`src/design/cim_pkg.sv`:
```
// Purpose: Constants for the charger interrupt mask bank.
// Assumes: Single 25 MHz clock, synchronous active-low reset.
// Notes: Summary of operation follows.
package cim_pkg;
  localparam logic [7:0] CIM_OFS_CHG_MASK3 = 8'h2B;
  localparam logic [7:0] CIM_OFS_FLT_MASK0 = 8'h2C;
  localparam logic [7:0] CIM_OFS_FLT_MASK1 = 8'h2D;
  localparam logic [7:0] CIM_RST_VAL       = 8'h00;
  // Writable bit sets; everything else is reserved
  localparam logic [7:0] CIM_VLD_CHG_MASK3 = 8'h1F;
  localparam logic [7:0] CIM_VLD_FLT_MASK0 = 8'hFF;
  localparam logic [7:0] CIM_VLD_FLT_MASK1 = 8'hF4;
  // Bits of charger mask three that the watchdog clears
  localparam logic [7:0] CIM_WD_CLR_CHG3   = 8'h1F;
  localparam int         CIM_NUM_SRC       = 18;
  // Event index: [4:0] chg3 bits 4..0, [12:5] flt0, [17:13] flt1 7,6,5,4,2
  localparam int         CIM_IDX_FLT0      = 5;
  localparam int         CIM_IDX_FLT1      = 13;
  // Sources that fire on both edges: thermistor crossings, current regulation
  localparam logic [17:0] CIM_EDGE_BOTH    = 18'h0_100F;
  localparam int CIM_CLK_PERIOD_NS         = 40;
  localparam int CIM_IRQ_PULSE_NS          = 1000;
  localparam int CIM_IRQ_PULSE_CYC =
    (CIM_IRQ_PULSE_NS + CIM_CLK_PERIOD_NS - 1) / CIM_CLK_PERIOD_NS;
endpackage

```
`src/design/cim_edge_sync.sv`:
```
// Purpose: Synchronise event levels and turn edges into one-cycle pulses.
// Assumes: Event levels come from analog detectors, asynchronous to clock.
// Notes: Output pulse is registered, three cycles after the level moves.
`timescale 1ns/100ps
module cim_edge_sync
  import cim_pkg::*;
#(
  parameter int          N         = CIM_NUM_SRC,
  parameter logic [N-1:0] EDGE_BOTH = CIM_EDGE_BOTH
) (
  input  wire logic         ref_clk,  // 25 MHz clock
  input  wire logic         rst_n,    // Synchronous reset, active low
  input  wire logic [N-1:0] ev_lvl,   // Raw event levels
  output logic      [N-1:0] ev_pulse  // One-cycle detected edges
);
  typedef struct packed {
    logic [N-1:0] s1;
    logic [N-1:0] s2;
    logic [N-1:0] s3;
    logic [N-1:0] pulse;
  } cim_sync_t;

  cim_sync_t st_ff;
  cim_sync_t nxt_st;

  always_comb begin
    nxt_st    = st_ff;
    nxt_st.s1 = ev_lvl;
    nxt_st.s2 = st_ff.s1;
    nxt_st.s3 = st_ff.s2;
    // Rising edge, or any change for both-edge sources (thermistor crossings, current regulation)
    nxt_st.pulse = (st_ff.s2 & ~st_ff.s3) |
                   (EDGE_BOTH & ~st_ff.s2 & st_ff.s3);
  end

  always_ff @(posedge ref_clk) begin
    if (!rst_n) begin
      st_ff <= '0;
    end else begin
      st_ff <= nxt_st;
    end
  end

  assign ev_pulse = st_ff.pulse;
endmodule

```
`src/design/cim_mask_bank.sv`:
```
// Purpose: Three interrupt mask registers gating charger events onto INT.
// Assumes: Register port is driven by the serial slave on the same clock.
// Notes: A host write loses to register reset, or for charger mask three to watchdog, in one cycle.
`timescale 1ns/100ps
module cim_mask_bank
  import cim_pkg::*;
#(
  parameter int PULSE_CYC = CIM_IRQ_PULSE_CYC
) (
  input  wire logic       ref_clk,                      // 25 MHz clock
  input  wire logic       rst_n,                        // Sync reset, low
  input  wire logic [7:0] reg_addr,                     // Register offset
  input  wire logic       reg_wr_en,                    // Write strobe
  input  wire logic [7:0] reg_wr_data,                  // Write data
  input  wire logic       reg_rd_en,                    // Read strobe
  input  wire logic       reg_soft_reset,               // Register reset
  input  wire logic       watchdog_expired,             // Watchdog pulse
  input  wire logic       battery_low_for_otg_evt,      // VBAT below OTG
  input  wire logic       therm_cold_evt,               // Past cold point
  input  wire logic       therm_cool_evt,               // Past cool point
  input  wire logic       therm_warm_evt,               // Past warm point
  input  wire logic       therm_hot_evt,                // Past hot point
  input  wire logic       battery_current_regulation_evt, // In current reg
  input  wire logic       input_bus_overvoltage_evt,    // Bus OVP
  input  wire logic       battery_overvoltage_evt,      // Battery OVP
  input  wire logic       input_bus_overcurrent_evt,    // Bus OCP
  input  wire logic       battery_overcurrent_evt,      // Battery OCP
  input  wire logic       converter_overcurrent_evt,    // Converter OCP
  input  wire logic       source_two_overvoltage_evt,   // Source two OVP
  input  wire logic       source_one_overvoltage_evt,   // Source one OVP
  input  wire logic       system_rail_short_evt,        // System short
  input  wire logic       system_rail_overvoltage_evt,  // System OVP
  input  wire logic       otg_output_overvoltage_evt,   // OTG OVP
  input  wire logic       otg_output_undervoltage_evt,  // OTG UVP
  input  wire logic       die_thermal_shutdown_evt,     // Die shutdown
  output logic [7:0]      reg_rd_data,                  // Read data
  output logic [17:0]     event_flag_pulse,             // Detected events, before masking
  output logic            host_irq_n                    // INT, active low
);
  localparam int CNT_W = $clog2(PULSE_CYC + 1);
  localparam logic [CNT_W-1:0] CNT_LOAD = CNT_W'(PULSE_CYC);

  typedef enum logic [1:0] {
    CIM_IDLE  = 2'b01,
    CIM_PULSE = 2'b10
  } cim_irq_st_t;

  typedef struct packed {
    logic [7:0]       chg3;
    logic [7:0]       flt0;
    logic [7:0]       flt1;
    logic [7:0]       rd_data;
    logic [17:0]      flag;
    cim_irq_st_t      irq_st;
    logic [CNT_W-1:0] cnt;
    logic             irq_n;
  } cim_state_t;

  cim_state_t st_ff;
  cim_state_t nxt_st;
  logic [17:0] ev_lvl;
  logic [17:0] ev_pulse;
  logic [17:0] src_mask;
  logic        trig;

  // Mask for every source, in event-index order
  function automatic logic [17:0] mask_vec(input logic [7:0] c3,
                                           input logic [7:0] f0,
                                           input logic [7:0] f1);
    mask_vec = {f1[7:4], f1[2], f0, c3[4:0]};
  endfunction

  // Register read view with reserved bits forced low
  function automatic logic [7:0] rd_view(input logic [7:0] addr,
                                         input cim_state_t s);
    unique case (addr)
      CIM_OFS_CHG_MASK3: rd_view = s.chg3 & CIM_VLD_CHG_MASK3;
      CIM_OFS_FLT_MASK0: rd_view = s.flt0 & CIM_VLD_FLT_MASK0;
      CIM_OFS_FLT_MASK1: rd_view = s.flt1 & CIM_VLD_FLT_MASK1;
      default:           rd_view = 8'h00;
    endcase
  endfunction

  assign ev_lvl = {system_rail_short_evt, system_rail_overvoltage_evt,
                   otg_output_overvoltage_evt, otg_output_undervoltage_evt,
                   die_thermal_shutdown_evt,
                   battery_current_regulation_evt, input_bus_overvoltage_evt,
                   battery_overvoltage_evt, input_bus_overcurrent_evt,
                   battery_overcurrent_evt, converter_overcurrent_evt,
                   source_two_overvoltage_evt, source_one_overvoltage_evt,
                   battery_low_for_otg_evt, therm_cold_evt, therm_cool_evt,
                   therm_warm_evt, therm_hot_evt};

  cim_edge_sync #(
    .N         (CIM_NUM_SRC),
    .EDGE_BOTH (CIM_EDGE_BOTH)
  ) u_edge (
    .ref_clk  (ref_clk),
    .rst_n    (rst_n),
    .ev_lvl   (ev_lvl),
    .ev_pulse (ev_pulse)
  );

  assign src_mask = mask_vec(st_ff.chg3, st_ff.flt0, st_ff.flt1);
  // Mask bit 1 blocks the source; 0 lets it through
  assign trig = |(ev_pulse & ~src_mask);

  always_comb begin
    nxt_st = st_ff;
    // Detection is reported whatever the masks say
    nxt_st.flag = ev_pulse;
    if (reg_rd_en) begin
      nxt_st.rd_data = rd_view(reg_addr, st_ff);
    end
    if (reg_wr_en) begin
      unique case (reg_addr)
        CIM_OFS_CHG_MASK3:
          nxt_st.chg3 = reg_wr_data & CIM_VLD_CHG_MASK3;
        CIM_OFS_FLT_MASK0:
          nxt_st.flt0 = reg_wr_data & CIM_VLD_FLT_MASK0;
        CIM_OFS_FLT_MASK1:
          nxt_st.flt1 = reg_wr_data & CIM_VLD_FLT_MASK1;
        default: ;
      endcase
    end
    // Only the temperature group and OTG-low bit follow the watchdog
    if (watchdog_expired) begin
      nxt_st.chg3 = st_ff.chg3 & ~CIM_WD_CLR_CHG3;
    end
    if (reg_soft_reset) begin
      nxt_st.chg3 = CIM_RST_VAL;
      nxt_st.flt0 = CIM_RST_VAL;
      nxt_st.flt1 = CIM_RST_VAL;
    end
    // Retrigger restarts the pulse so back-to-back events are not merged
    // into silence; the host sees one stretched low period instead.
    unique case (st_ff.irq_st)
      CIM_IDLE: begin
        if (trig) begin
          nxt_st.irq_st = CIM_PULSE;
          nxt_st.cnt    = CNT_LOAD;
          nxt_st.irq_n  = 1'b0;
        end
      end
      CIM_PULSE: begin
        if (trig) begin
          nxt_st.cnt = CNT_LOAD;
        end else if (st_ff.cnt <= CNT_W'(1)) begin
          nxt_st.irq_st = CIM_IDLE;
          nxt_st.cnt    = '0;
          nxt_st.irq_n  = 1'b1;
        end else begin
          nxt_st.cnt = st_ff.cnt - CNT_W'(1);
        end
      end
      default: begin
        nxt_st.irq_st = CIM_IDLE;
        nxt_st.cnt    = '0;
        nxt_st.irq_n  = 1'b1;
      end
    endcase
  end

  always_ff @(posedge ref_clk) begin
    if (!rst_n) begin
      st_ff        <= '0;
      st_ff.irq_st <= CIM_IDLE;
      st_ff.irq_n  <= 1'b1;
    end else begin
      st_ff <= nxt_st;
    end
  end

  assign reg_rd_data      = st_ff.rd_data;
  assign event_flag_pulse = st_ff.flag;
  assign host_irq_n       = st_ff.irq_n;

  property p_unmasked_fires;
    @(posedge ref_clk) disable iff (!rst_n)
      trig |=> !host_irq_n;
  endproperty
  a_unmasked_fires: assert property (p_unmasked_fires)
    else $error("Unmasked event did not assert the interrupt");

  property p_masked_quiet;
    @(posedge ref_clk) disable iff (!rst_n)
      (host_irq_n && !trig) |=> host_irq_n;
  endproperty
  a_masked_quiet: assert property (p_masked_quiet)
    else $error("Interrupt asserted with no unmasked event");

  property p_chg3_gate;
    @(posedge ref_clk) disable iff (!rst_n)
      (host_irq_n && (ev_pulse[4:0] != 5'h00) &&
       ((ev_pulse[4:0] & ~st_ff.chg3[4:0]) == 5'h00) &&
       ((ev_pulse[17:5] & ~src_mask[17:5]) == 13'h0000))
      |=> host_irq_n;
  endproperty
  a_chg3_gate: assert property (p_chg3_gate)
    else $error("Masked thermistor or OTG-low event raised interrupt");

  property p_pulse_len;
    @(posedge ref_clk) disable iff (!rst_n)
      $fell(host_irq_n) |-> !host_irq_n [*8];
  endproperty
  a_pulse_len: assert property (p_pulse_len)
    else $error("Interrupt pulse shorter than its minimum");

  property p_pulse_ends;
    @(posedge ref_clk) disable iff (!rst_n)
      (!host_irq_n && !trig) [*2] |-> ##[0:30] host_irq_n;
  endproperty
  a_pulse_ends: assert property (p_pulse_ends)
    else $error("Interrupt pulse never released");

  property p_wd_clear;
    @(posedge ref_clk) disable iff (!rst_n)
      watchdog_expired |=> (st_ff.chg3 == 8'h00) &&
        (($stable(st_ff.flt0) && $stable(st_ff.flt1)) ||
         $past(reg_wr_en) || $past(reg_soft_reset));
  endproperty
  a_wd_clear: assert property (p_wd_clear)
    else $error("Watchdog did not clear charger mask three alone");

  property p_soft_reset;
    @(posedge ref_clk) disable iff (!rst_n)
      reg_soft_reset |=> ({st_ff.chg3, st_ff.flt0, st_ff.flt1} == 24'h00_0000);
  endproperty
  a_soft_reset: assert property (p_soft_reset)
    else $error("Register reset left a mask bit set");

  property p_reserved_zero;
    @(posedge ref_clk) disable iff (!rst_n)
      reg_rd_en |=> ((reg_rd_data & ~CIM_VLD_FLT_MASK1) == 8'h00) ||
                    ($past(reg_addr) != CIM_OFS_FLT_MASK1);
  endproperty
  a_reserved_zero: assert property (p_reserved_zero)
    else $error("Reserved bit read back as one");

  property p_flag_free;
    @(posedge ref_clk) disable iff (!rst_n)
      (ev_pulse != 18'h0_0000) |=> (event_flag_pulse == $past(ev_pulse));
  endproperty
  a_flag_free: assert property (p_flag_free)
    else $error("Event flag lost while masked");

  property p_reserved_hold;
    @(posedge ref_clk) disable iff (!rst_n)
      ((st_ff.chg3 & ~CIM_VLD_CHG_MASK3) == 8'h00) &&
      ((st_ff.flt1 & ~CIM_VLD_FLT_MASK1) == 8'h00);
  endproperty
  a_reserved_hold: assert property (p_reserved_hold)
    else $error("Reserved mask bit stored as one");

  property p_wr_chg3;
    @(posedge ref_clk) disable iff (!rst_n)
      (reg_wr_en && (reg_addr == CIM_OFS_CHG_MASK3) &&
       !watchdog_expired && !reg_soft_reset) |=>
        (st_ff.chg3 == ($past(reg_wr_data) & CIM_VLD_CHG_MASK3));
  endproperty
  a_wr_chg3: assert property (p_wr_chg3)
    else $error("Write to charger mask three did not land");

  property p_wr_flt0;
    @(posedge ref_clk) disable iff (!rst_n)
      (reg_wr_en && (reg_addr == CIM_OFS_FLT_MASK0) &&
       !reg_soft_reset) |=>
        (st_ff.flt0 == ($past(reg_wr_data) & CIM_VLD_FLT_MASK0));
  endproperty
  a_wr_flt0: assert property (p_wr_flt0)
    else $error("Write to fault mask zero did not land");

  property p_wr_flt1;
    @(posedge ref_clk) disable iff (!rst_n)
      (reg_wr_en && (reg_addr == CIM_OFS_FLT_MASK1) &&
       !reg_soft_reset) |=>
        (st_ff.flt1 == ($past(reg_wr_data) & CIM_VLD_FLT_MASK1));
  endproperty
  a_wr_flt1: assert property (p_wr_flt1)
    else $error("Write to fault mask one did not land");

  property p_cnt_bound;
    @(posedge ref_clk) disable iff (!rst_n)
      (st_ff.cnt <= CNT_LOAD) &&
      (host_irq_n == (st_ff.irq_st == CIM_IDLE));
  endproperty
  a_cnt_bound: assert property (p_cnt_bound)
    else $error("Pulse counter or state out of step");

  property p_retrigger;
    @(posedge ref_clk) disable iff (!rst_n)
      (!host_irq_n && trig) |=> !host_irq_n && (st_ff.cnt == CNT_LOAD);
  endproperty
  a_retrigger: assert property (p_retrigger)
    else $error("Retrigger did not restart the pulse");

  property p_unmapped_zero;
    @(posedge ref_clk) disable iff (!rst_n)
      (reg_rd_en && (reg_addr != CIM_OFS_CHG_MASK3) &&
       (reg_addr != CIM_OFS_FLT_MASK0) &&
       (reg_addr != CIM_OFS_FLT_MASK1)) |=> (reg_rd_data == 8'h00);
  endproperty
  a_unmapped_zero: assert property (p_unmapped_zero)
    else $error("Unmapped offset read back nonzero");

  property p_rd_flt0;
    @(posedge ref_clk) disable iff (!rst_n)
      (reg_rd_en && (reg_addr == CIM_OFS_FLT_MASK0)) |=>
        (reg_rd_data == $past(st_ff.flt0));
  endproperty
  a_rd_flt0: assert property (p_rd_flt0)
    else $error("Fault mask zero read returned wrong value");

  property p_rd_hold;
    @(posedge ref_clk) disable iff (!rst_n)
      !reg_rd_en |=> $stable(reg_rd_data);
  endproperty
  a_rd_hold: assert property (p_rd_hold)
    else $error("Read data changed without a read");
endmodule

```
`config.mk`:
```
export PLATFORM = sky130hd
export DESIGN_NAME = cim_mask_bank
export DESIGN_NICKNAME = d
export VERILOG_FILES = /design/src/design/cim_pkg.sv /design/src/design/cim_edge_sync.sv /design/src/design/cim_mask_bank.sv
export SDC_FILE = /design/constraint.sdc
export NUM_CORES = 1
export LEC_CHECK = 0
export ABC_AREA = 1
export BUFFER_PORTS_ARGS = -buffer_cell sky130_fd_sc_hd__buf_2
export CAP_MARGIN = 10
export CORE_MARGIN = 2
export CORE_UTILIZATION = 32
export DETAILED_ROUTE_END_ITERATION = 12
export SYNTH_ARGS = -nofsm -noshare
export SYNTH_HDL_FRONTEND = slang
export SYNTH_HIERARCHICAL = 1
export SYNTH_SLANG_ARGS = --single-unit
```
`constraint.sdc`:
```
create_clock -name ref_clk -period 1.35 [get_ports ref_clk]
set_clock_uncertainty 0.2 [all_clocks]
set_input_delay 0.2025 -clock ref_clk [delete_from_list [all_inputs] [get_ports ref_clk]]
set_output_delay 0.2025 -clock ref_clk [all_outputs]
set_load 0.02 [all_outputs]
```
==> results of run 1 <==
[flip-flops by register name, summed over array words and instances (netlist names)]
name              flops
st_ff                 7
reg_rd_data           8
event_flag_pulse     18
u_edge/st_ff         18
src_mask             18
u_edge/ev_pulse      18
u_edge/nxt_st        36
[per-layer routing]
metal | wire [um] | part of all wire (%) | vias to the layer above | GRT usage, %
li1 | - | - | 1880 | -
met1 | 4280 | 48 | 1429 | 14.7
met2 | 4010 | 45 | 72 | 19.0
met3 | 417 | 4.7 | 13 | 3.91
met4 | 125 | 1.4 | 0 | 4.63
met5 | 0 | 0 | - | 0
[cells in the mapped netlist (2+ instances only)]
master,n,area [sq um]
nand2_1,145,544
dfxtp_1,123,2460
inv_1,108,405
buf_4,47,353
nor2_1,42,158
a21oi_1,32,160
o21ai_0,13,65.1
nand3_1,12,60.1
inv_2,7,26.3
o22ai_1,7,43.8
clkbuf_1,5,18.8
ha_1,5,62.6
o21ai_1,4,20.0
buf_6,3,33.8
nand2_2,3,18.8
nor2_4,3,33.8
a211oi_2,2,25.0
nand4_1,2,12.5
nor3_2,2,20.0
[per-stage QoR]
step	cell area, sq um	power, mW	hold slack, ns
after floorplan	4640	4.73	0.0945
after global placement	5060	5.12	0.171
after detailed placement	5060	5.12	0.172
after CTS	6040	9.84	0.0317
after global routing	6110	10.3	0.0658
final	6110	9.82	0.0561
[worst reg2reg max path, cell delays in order, from the launching register on]
cell,delay [ns]
dfxtp_2,0.32
inv_2,0.04
nand2_1,0.05
nand2_1,0.07
nor2_2,0.11
nand2_2,0.08
nor2_4,0.21
buf_6,0.13
nand3_2,0.05
nand2_1,0.07
nand2_1,0.04
nand2_1,0.05
a21oi_1,0.05
[cell families (layout without fill, tap and decap cells)]
logic type	Yosys count	count (layout)	synth area share [%]
and+or+nand+nor	215	215	19.5
AOI/OAI and AO/OA	60	60	7.15
adders and majority gates	5	5	1.35
DFF	123	123	53.1
buffers and inverters	173	289	18.9
[final timing paths]
check              startpoint                  end  slack [ns]  cells after the start
max reg2reg       src_mask[1]             st_ff[5]       -0.23                     12
min reg2reg  u_edge/st_ff[28]  u_edge/ev_pulse[10]        0.18                      1
max               src_mask[1]             st_ff[5]       -0.23                     12
min               reg_addr[0]          src_mask[7]        0.06                      6
[power by group through the flow]
stage	Clock [mW]	Sequential (mW)	Combinational [mW]
final	4.52	3.88	1.42
after global routing	4.79	3.90	1.62
after global placement	0	3.95	1.17
after CTS	4.61	3.88	1.35
after detailed placement	0	3.95	1.17
after floorplan	0	3.95	0.776
[timing repair]
item | 4_1_cts | 5_1_grt
buffers inserted | 6 | 2
hold buffers | 28 | 0
setup endpoints to repair | 7 | 16
gates resized for setup | 17 | 25
hold endpoints to repair | 44 | 0
pin swaps | 9 | 12
[final cells by class]
| class | instances | area (sq um) |
|---|---|---|
| flip-flops and latches | 123 | 2480 |
| well taps | 180 | 225 |
| clock inverters | 15 | 175 |
| inverters | 116 | 435 |
| fillers | 1436 | 7880 |
| multi-input cells | 280 | 1380 |
| repair buffers | 141 | 995 |
| clock buffers | 17 | 425 |
==> flow_summary.toml, run 1 <==
[floorplan]
rows = 43
initial_utilization_pct = 33.1
dieArea_sq_um = 15500
die_w_um = 124
core_area_sq_um = 14000
ioPinCount = 67
die_h_um = 124

[logic_synthesis]
synth-seq-cells = 123
synth-seq-area-share_pct = 53.1
ys_warn_count = 6
synth_edf_count = 0
ys_types = 30
ys.flop_type = "dfxtp_1"
synth_nets = 621
synth_area_sq_um = 4630
async_reset_ff_share_pct = 0
synth_area_per_cell_sq_um = 8.05
postSynthCellCount = 576

[clocking]
clockBufferDepth = 2
clk_latency_ns = 0.41
cts_root_buffer = "clkbuf_16"
clock_sinks = 123
cts_tree = "built"
numCtsBuffers = 17
clkTransAtPathRegs_ns = 0.05
htree_levels = 4

[drt]
wl_per_cell_um = 10.1
wl_mm = 8.83
vias = 3394
vias_per_cell = 3.89
ant_nets = 0
drt_iter0_markers = 129
drtPass1Iterations = 4
drcViolationCount = 0

[placed_design]
port_buffers = 66
gp_congestion = 0.791
hpwl_mm = 6.15
dp_cells = 805
pre_cts_slack_ns = -0.225

[pwr]
powerDensity_nw_per_um2 = 1610
p_comb_share_pct = 14.4
sequentialPowerShare_pct = 39.5
clockPowerShare_pct = 46.1
swShare_pct = 25.3
vdd_drop_max_v = 0.000784
leakagePower_nw = 3.20
p_switching_mw = 2.48
internal_power_mw = 7.34

[worst_hold_path]
hold_class = "input port to register"

[setup_path]
critical_path_class = "register to register"
cp_slowest_stage_delay_ns = 0.32
worst_path_dominant_cell_family = "simple AND/OR/NAND/NOR gates"
worstPathCellList = "inv_2 -> nand2_1 -> nand2_1 -> nor2_2 -> nand2_2 -> nor2_4 -> buf_6 -> nand3_2 -> nand2_1 -> nand2_1 -> nand2_1 -> a21oi_1"
arrival_ns = 1.67
required_ns = 1.44
cp_max_fo = 6
path_common_cell = "nand2_1"
critPathLaunchType = "register"
crit_slowest_cell = "dfxtp_2"
cp_num_buf_inv = 2
end_kind = "register"

[timing]
hold_viol = 0
finalWorstSetupSlack_ns = -0.227
max_clock_freq_mhz = 634
slew_headroom_pct = 80.7
slew_viol_final = 0
finalSetupTns_ns = -1.12
setup_viol = 7
finalCritPeriodShare_pct = 117
worst_pin_slew_ns = 0.290
fin_crit_ns = 1.58
rsz0062_at_grt = "true"

[layout]
mostFrequentLayoutCells = "140 x nand2_1, 114 x dfxtp_1, 101 x inv_1"
fin_cells = 872
layout.nets = 724
mostFrequentLayoutCell = "nand2_1"
layout-drive-gt1-share_pct = 29.0
diodes = 0
fin_util_pct = 43.7
area_growth_pct = 31.9

[global_routing]
grt_first_pass_wirelength_mm = 14.7
grt_pass1_vias = 3253
grt_max_degree = 50
grt_usage_pct = 11.8
antenna_found_initial = 0
grt_overflow = 0

[run_status]
outcome = "finished, violations left"
violations = "negative setup slack"

[job]
drv_cap = 0
Note: power is estimated with default switching activity, not from simulation.
==> run 2: changes to the inputs <==
- clock period: 1.35 -> 1.6 ns (I/O delays scaled with it)
==> run 2 against run 1 <==
  * Global-route usage is 0.41 points lower
  * Register-to-register slack improved by 0.22 ns
  * Total power is 18% lower
  * Routed wire length fell by 3.4%
  * Die area is the same
  * The flow still finishes with violations (negative setup slack)
  * Utilization decreased by 2.5 points
  * Largest power group unchanged
  * First-iteration DRC count shrank 1.6%
  * Critical path depth did not move
  * Hold slack worse by 0.016 ns
  * Highest routed layer unchanged
  * Clock power is 17% lower
  * Cell count shrank 4.5%
  * Sequential share of layout area increased by 2.4 points
==> flow_summary.toml, run 2 (synthesis results as in run 1) <==
[run_status]
outcome = "finished, violations left"
violations = "negative setup slack"

[timing]
rsz0062_at_grt = "true"
max_clock_freq_mhz = 622
fin_crit_ns = 1.61
slew_headroom_pct = 76.9
slew_viol_final = 0
finalCritPeriodShare_pct = 100
worst_pin_slew_ns = 0.345
setup_viol = 1
finalSetupTns_ns = -0.00749
holdWs_ns = 0.0405
hold_viol = 0
finalWorstSetupSlack_ns = -0.00749

[drt]
vias = 3303
drcViolationCount = 0
wl_mm = 8.53
drt_iter0_markers = 127
ant_nets = 0
drtPass1Iterations = 4
wl_per_cell_um = 10.2
vias_per_cell = 3.97

[clocking]
clock_sinks = 123
clkTransAtPathRegs_ns = 0.06
cts_tree = "built"
cts_root_buffer = "clkbuf_16"
numCtsBuffers = 17
clockBufferDepth = 2
htree_levels = 4
clk_latency_ns = 0.41

[floorplan]
die_w_um = 124
die_h_um = 124
rows = 43
core_area_sq_um = 14000
dieArea_sq_um = 15500
ioPinCount = 67
initial_utilization_pct = 33.1

[global_routing]
grt_overflow = 0
grt_max_degree = 79
top_usage_layer = "met2"
grt_first_pass_wirelength_mm = 14.0
met1_usage_pct = 14.7
use_met3_pct = 3.65
use_met2_pct = 17.1
grt_usage_pct = 11.4
antenna_found_initial = 0
grt_pass1_vias = 2980

[pwr]
clockPowerShare_pct = 46.9
swShare_pct = 24.0
p_comb_share_pct = 12.4
powerDensity_nw_per_um2 = 1400
sequentialPowerShare_pct = 40.7
p_total_mw = 8.05
internal_power_mw = 6.11
vdd_drop_max_v = 0.000750
leakagePower_nw = 3.02
p_switching_mw = 1.94

[placed_design]
pre_cts_slack_ns = 0.0244
hpwl_mm = 5.92
port_buffers = 66
gp_congestion = 0.792

[setup_path]
r2r_slack_ns = -0.007
worstReg2RegEnd = "st_ff[1]"
r2r_cells = 12
critPathLaunchType = "register"
r2r_start = "src_mask[10]"
endpoint = "st_ff[1]"
end_kind = "register"
startpoint = "src_mask[10]"
critical_path_class = "register to register"
worstPathCellList = "inv_2 -> nand2_2 -> nand2_2 -> nor2_1 -> nand2_1 -> nor2_4 -> buf_6 -> nand3_1 -> nand2_1 -> nand2_1 -> nand2_1 -> a21oi_1"
arrival_ns = 1.70
required_ns = 1.69
cp_slowest_stage_delay_ns = 0.32
cp_max_fo = 5
crit_slowest_cell = "dfxtp_2"
path_common_cell = "nand2_1"

[worst_hold_path]
hold_class = "input port to register"
min_from = "reg_soft_reset"
holdPathStages = 4

[layout]
layout.nets = 686
mostFrequentLayoutCells = "138 x nand2_1, 117 x dfxtp_1, 103 x inv_1"
diodes = 0
fin_util_pct = 41.2
mostFrequentLayoutCell = "nand2_1"
largest_reg_flops = 36
area_growth_pct = 24.3
layout-drive-gt1-share_pct = 22.4
nFillCells = 1447

[job]
drv_cap = 0
-- run 2: cell count changes in the layout (fill, tap and decap cells not counted), sizes merged --
cell / before / now
buf: 113 / 75
clkbuf: 17 / 23
clkinv: 11 / 5
inv: 116 / 115
-- run 2: metrics by stage --
stage / cells / cell area [sq um]
after floorplan: 576 / 4630
after global placement: 772 / 4810
after detailed placement: 772 / 4810
after CTS: 831 / 5680
after global routing: 833 / 5760
final: 833 / 5760
-- run 2: how the worst min path moves through the flow --
stage	endpoint	slack, ns
after CTS	src_mask[7]	0.03
after global routing	src_mask[12]	0.07
after detailed placement	u_edge/ev_pulse[9]	0.17
after floorplan	u_edge/nxt_st[43]	0.13
after global placement	u_edge/ev_pulse[5]	0.17
final	src_mask[7]	0.04
-- run 2: cell type report --
class / instances / area, sq um / share of cell area (%)
Sequential cell: 123 / 2470 / 42.9
Clock buffer: 23 / 468 / 8.13
Timing Repair Buffer: 103 / 694 / 12.1
Clock inverter: 8 / 118 / 2.04
Inverter: 116 / 435 / 7.56
Tap cell: 180 / 225 / 3.91
Multi-Input combinational cell: 280 / 1350 / 23.4
-- run 2: worst max-delay path: cells and delay by family, from the launching register on --
family | cells | cell delay, ns
DFF | 1 | 0.32
AOI/OAI and AO/OA | 1 | 0.05
and+or+nand+nor | 9 | 0.74
buffers and inverters | 2 | 0.18
-- run 2: metal layers --
metal / wire, um / up-vias
met5: 0 / -
met4: 201 / 0
met3: 418 / 15
met2: 3740 / 78
met1: 4160 / 1411
li1: - / 1799
-- run 2: timing repair --
action                     in CTS  in global routing
hold buffers                   28                  0
setup endpoints to repair       0                  6
resized for setup               0                 25
setup buffers                   0                  2
hold endpoints to repair       43                  0
-- run 2: power groups by stage --
stage                     Clock, mW  Combinational (mW)  Sequential [mW]
after floorplan                   0               0.648             3.33
after global placement            0               0.845             3.33
after detailed placement          0               0.844             3.33
after CTS                      3.85               0.907             3.27
after global routing           4.01                1.13             3.28
final                          3.77                1.00             3.27
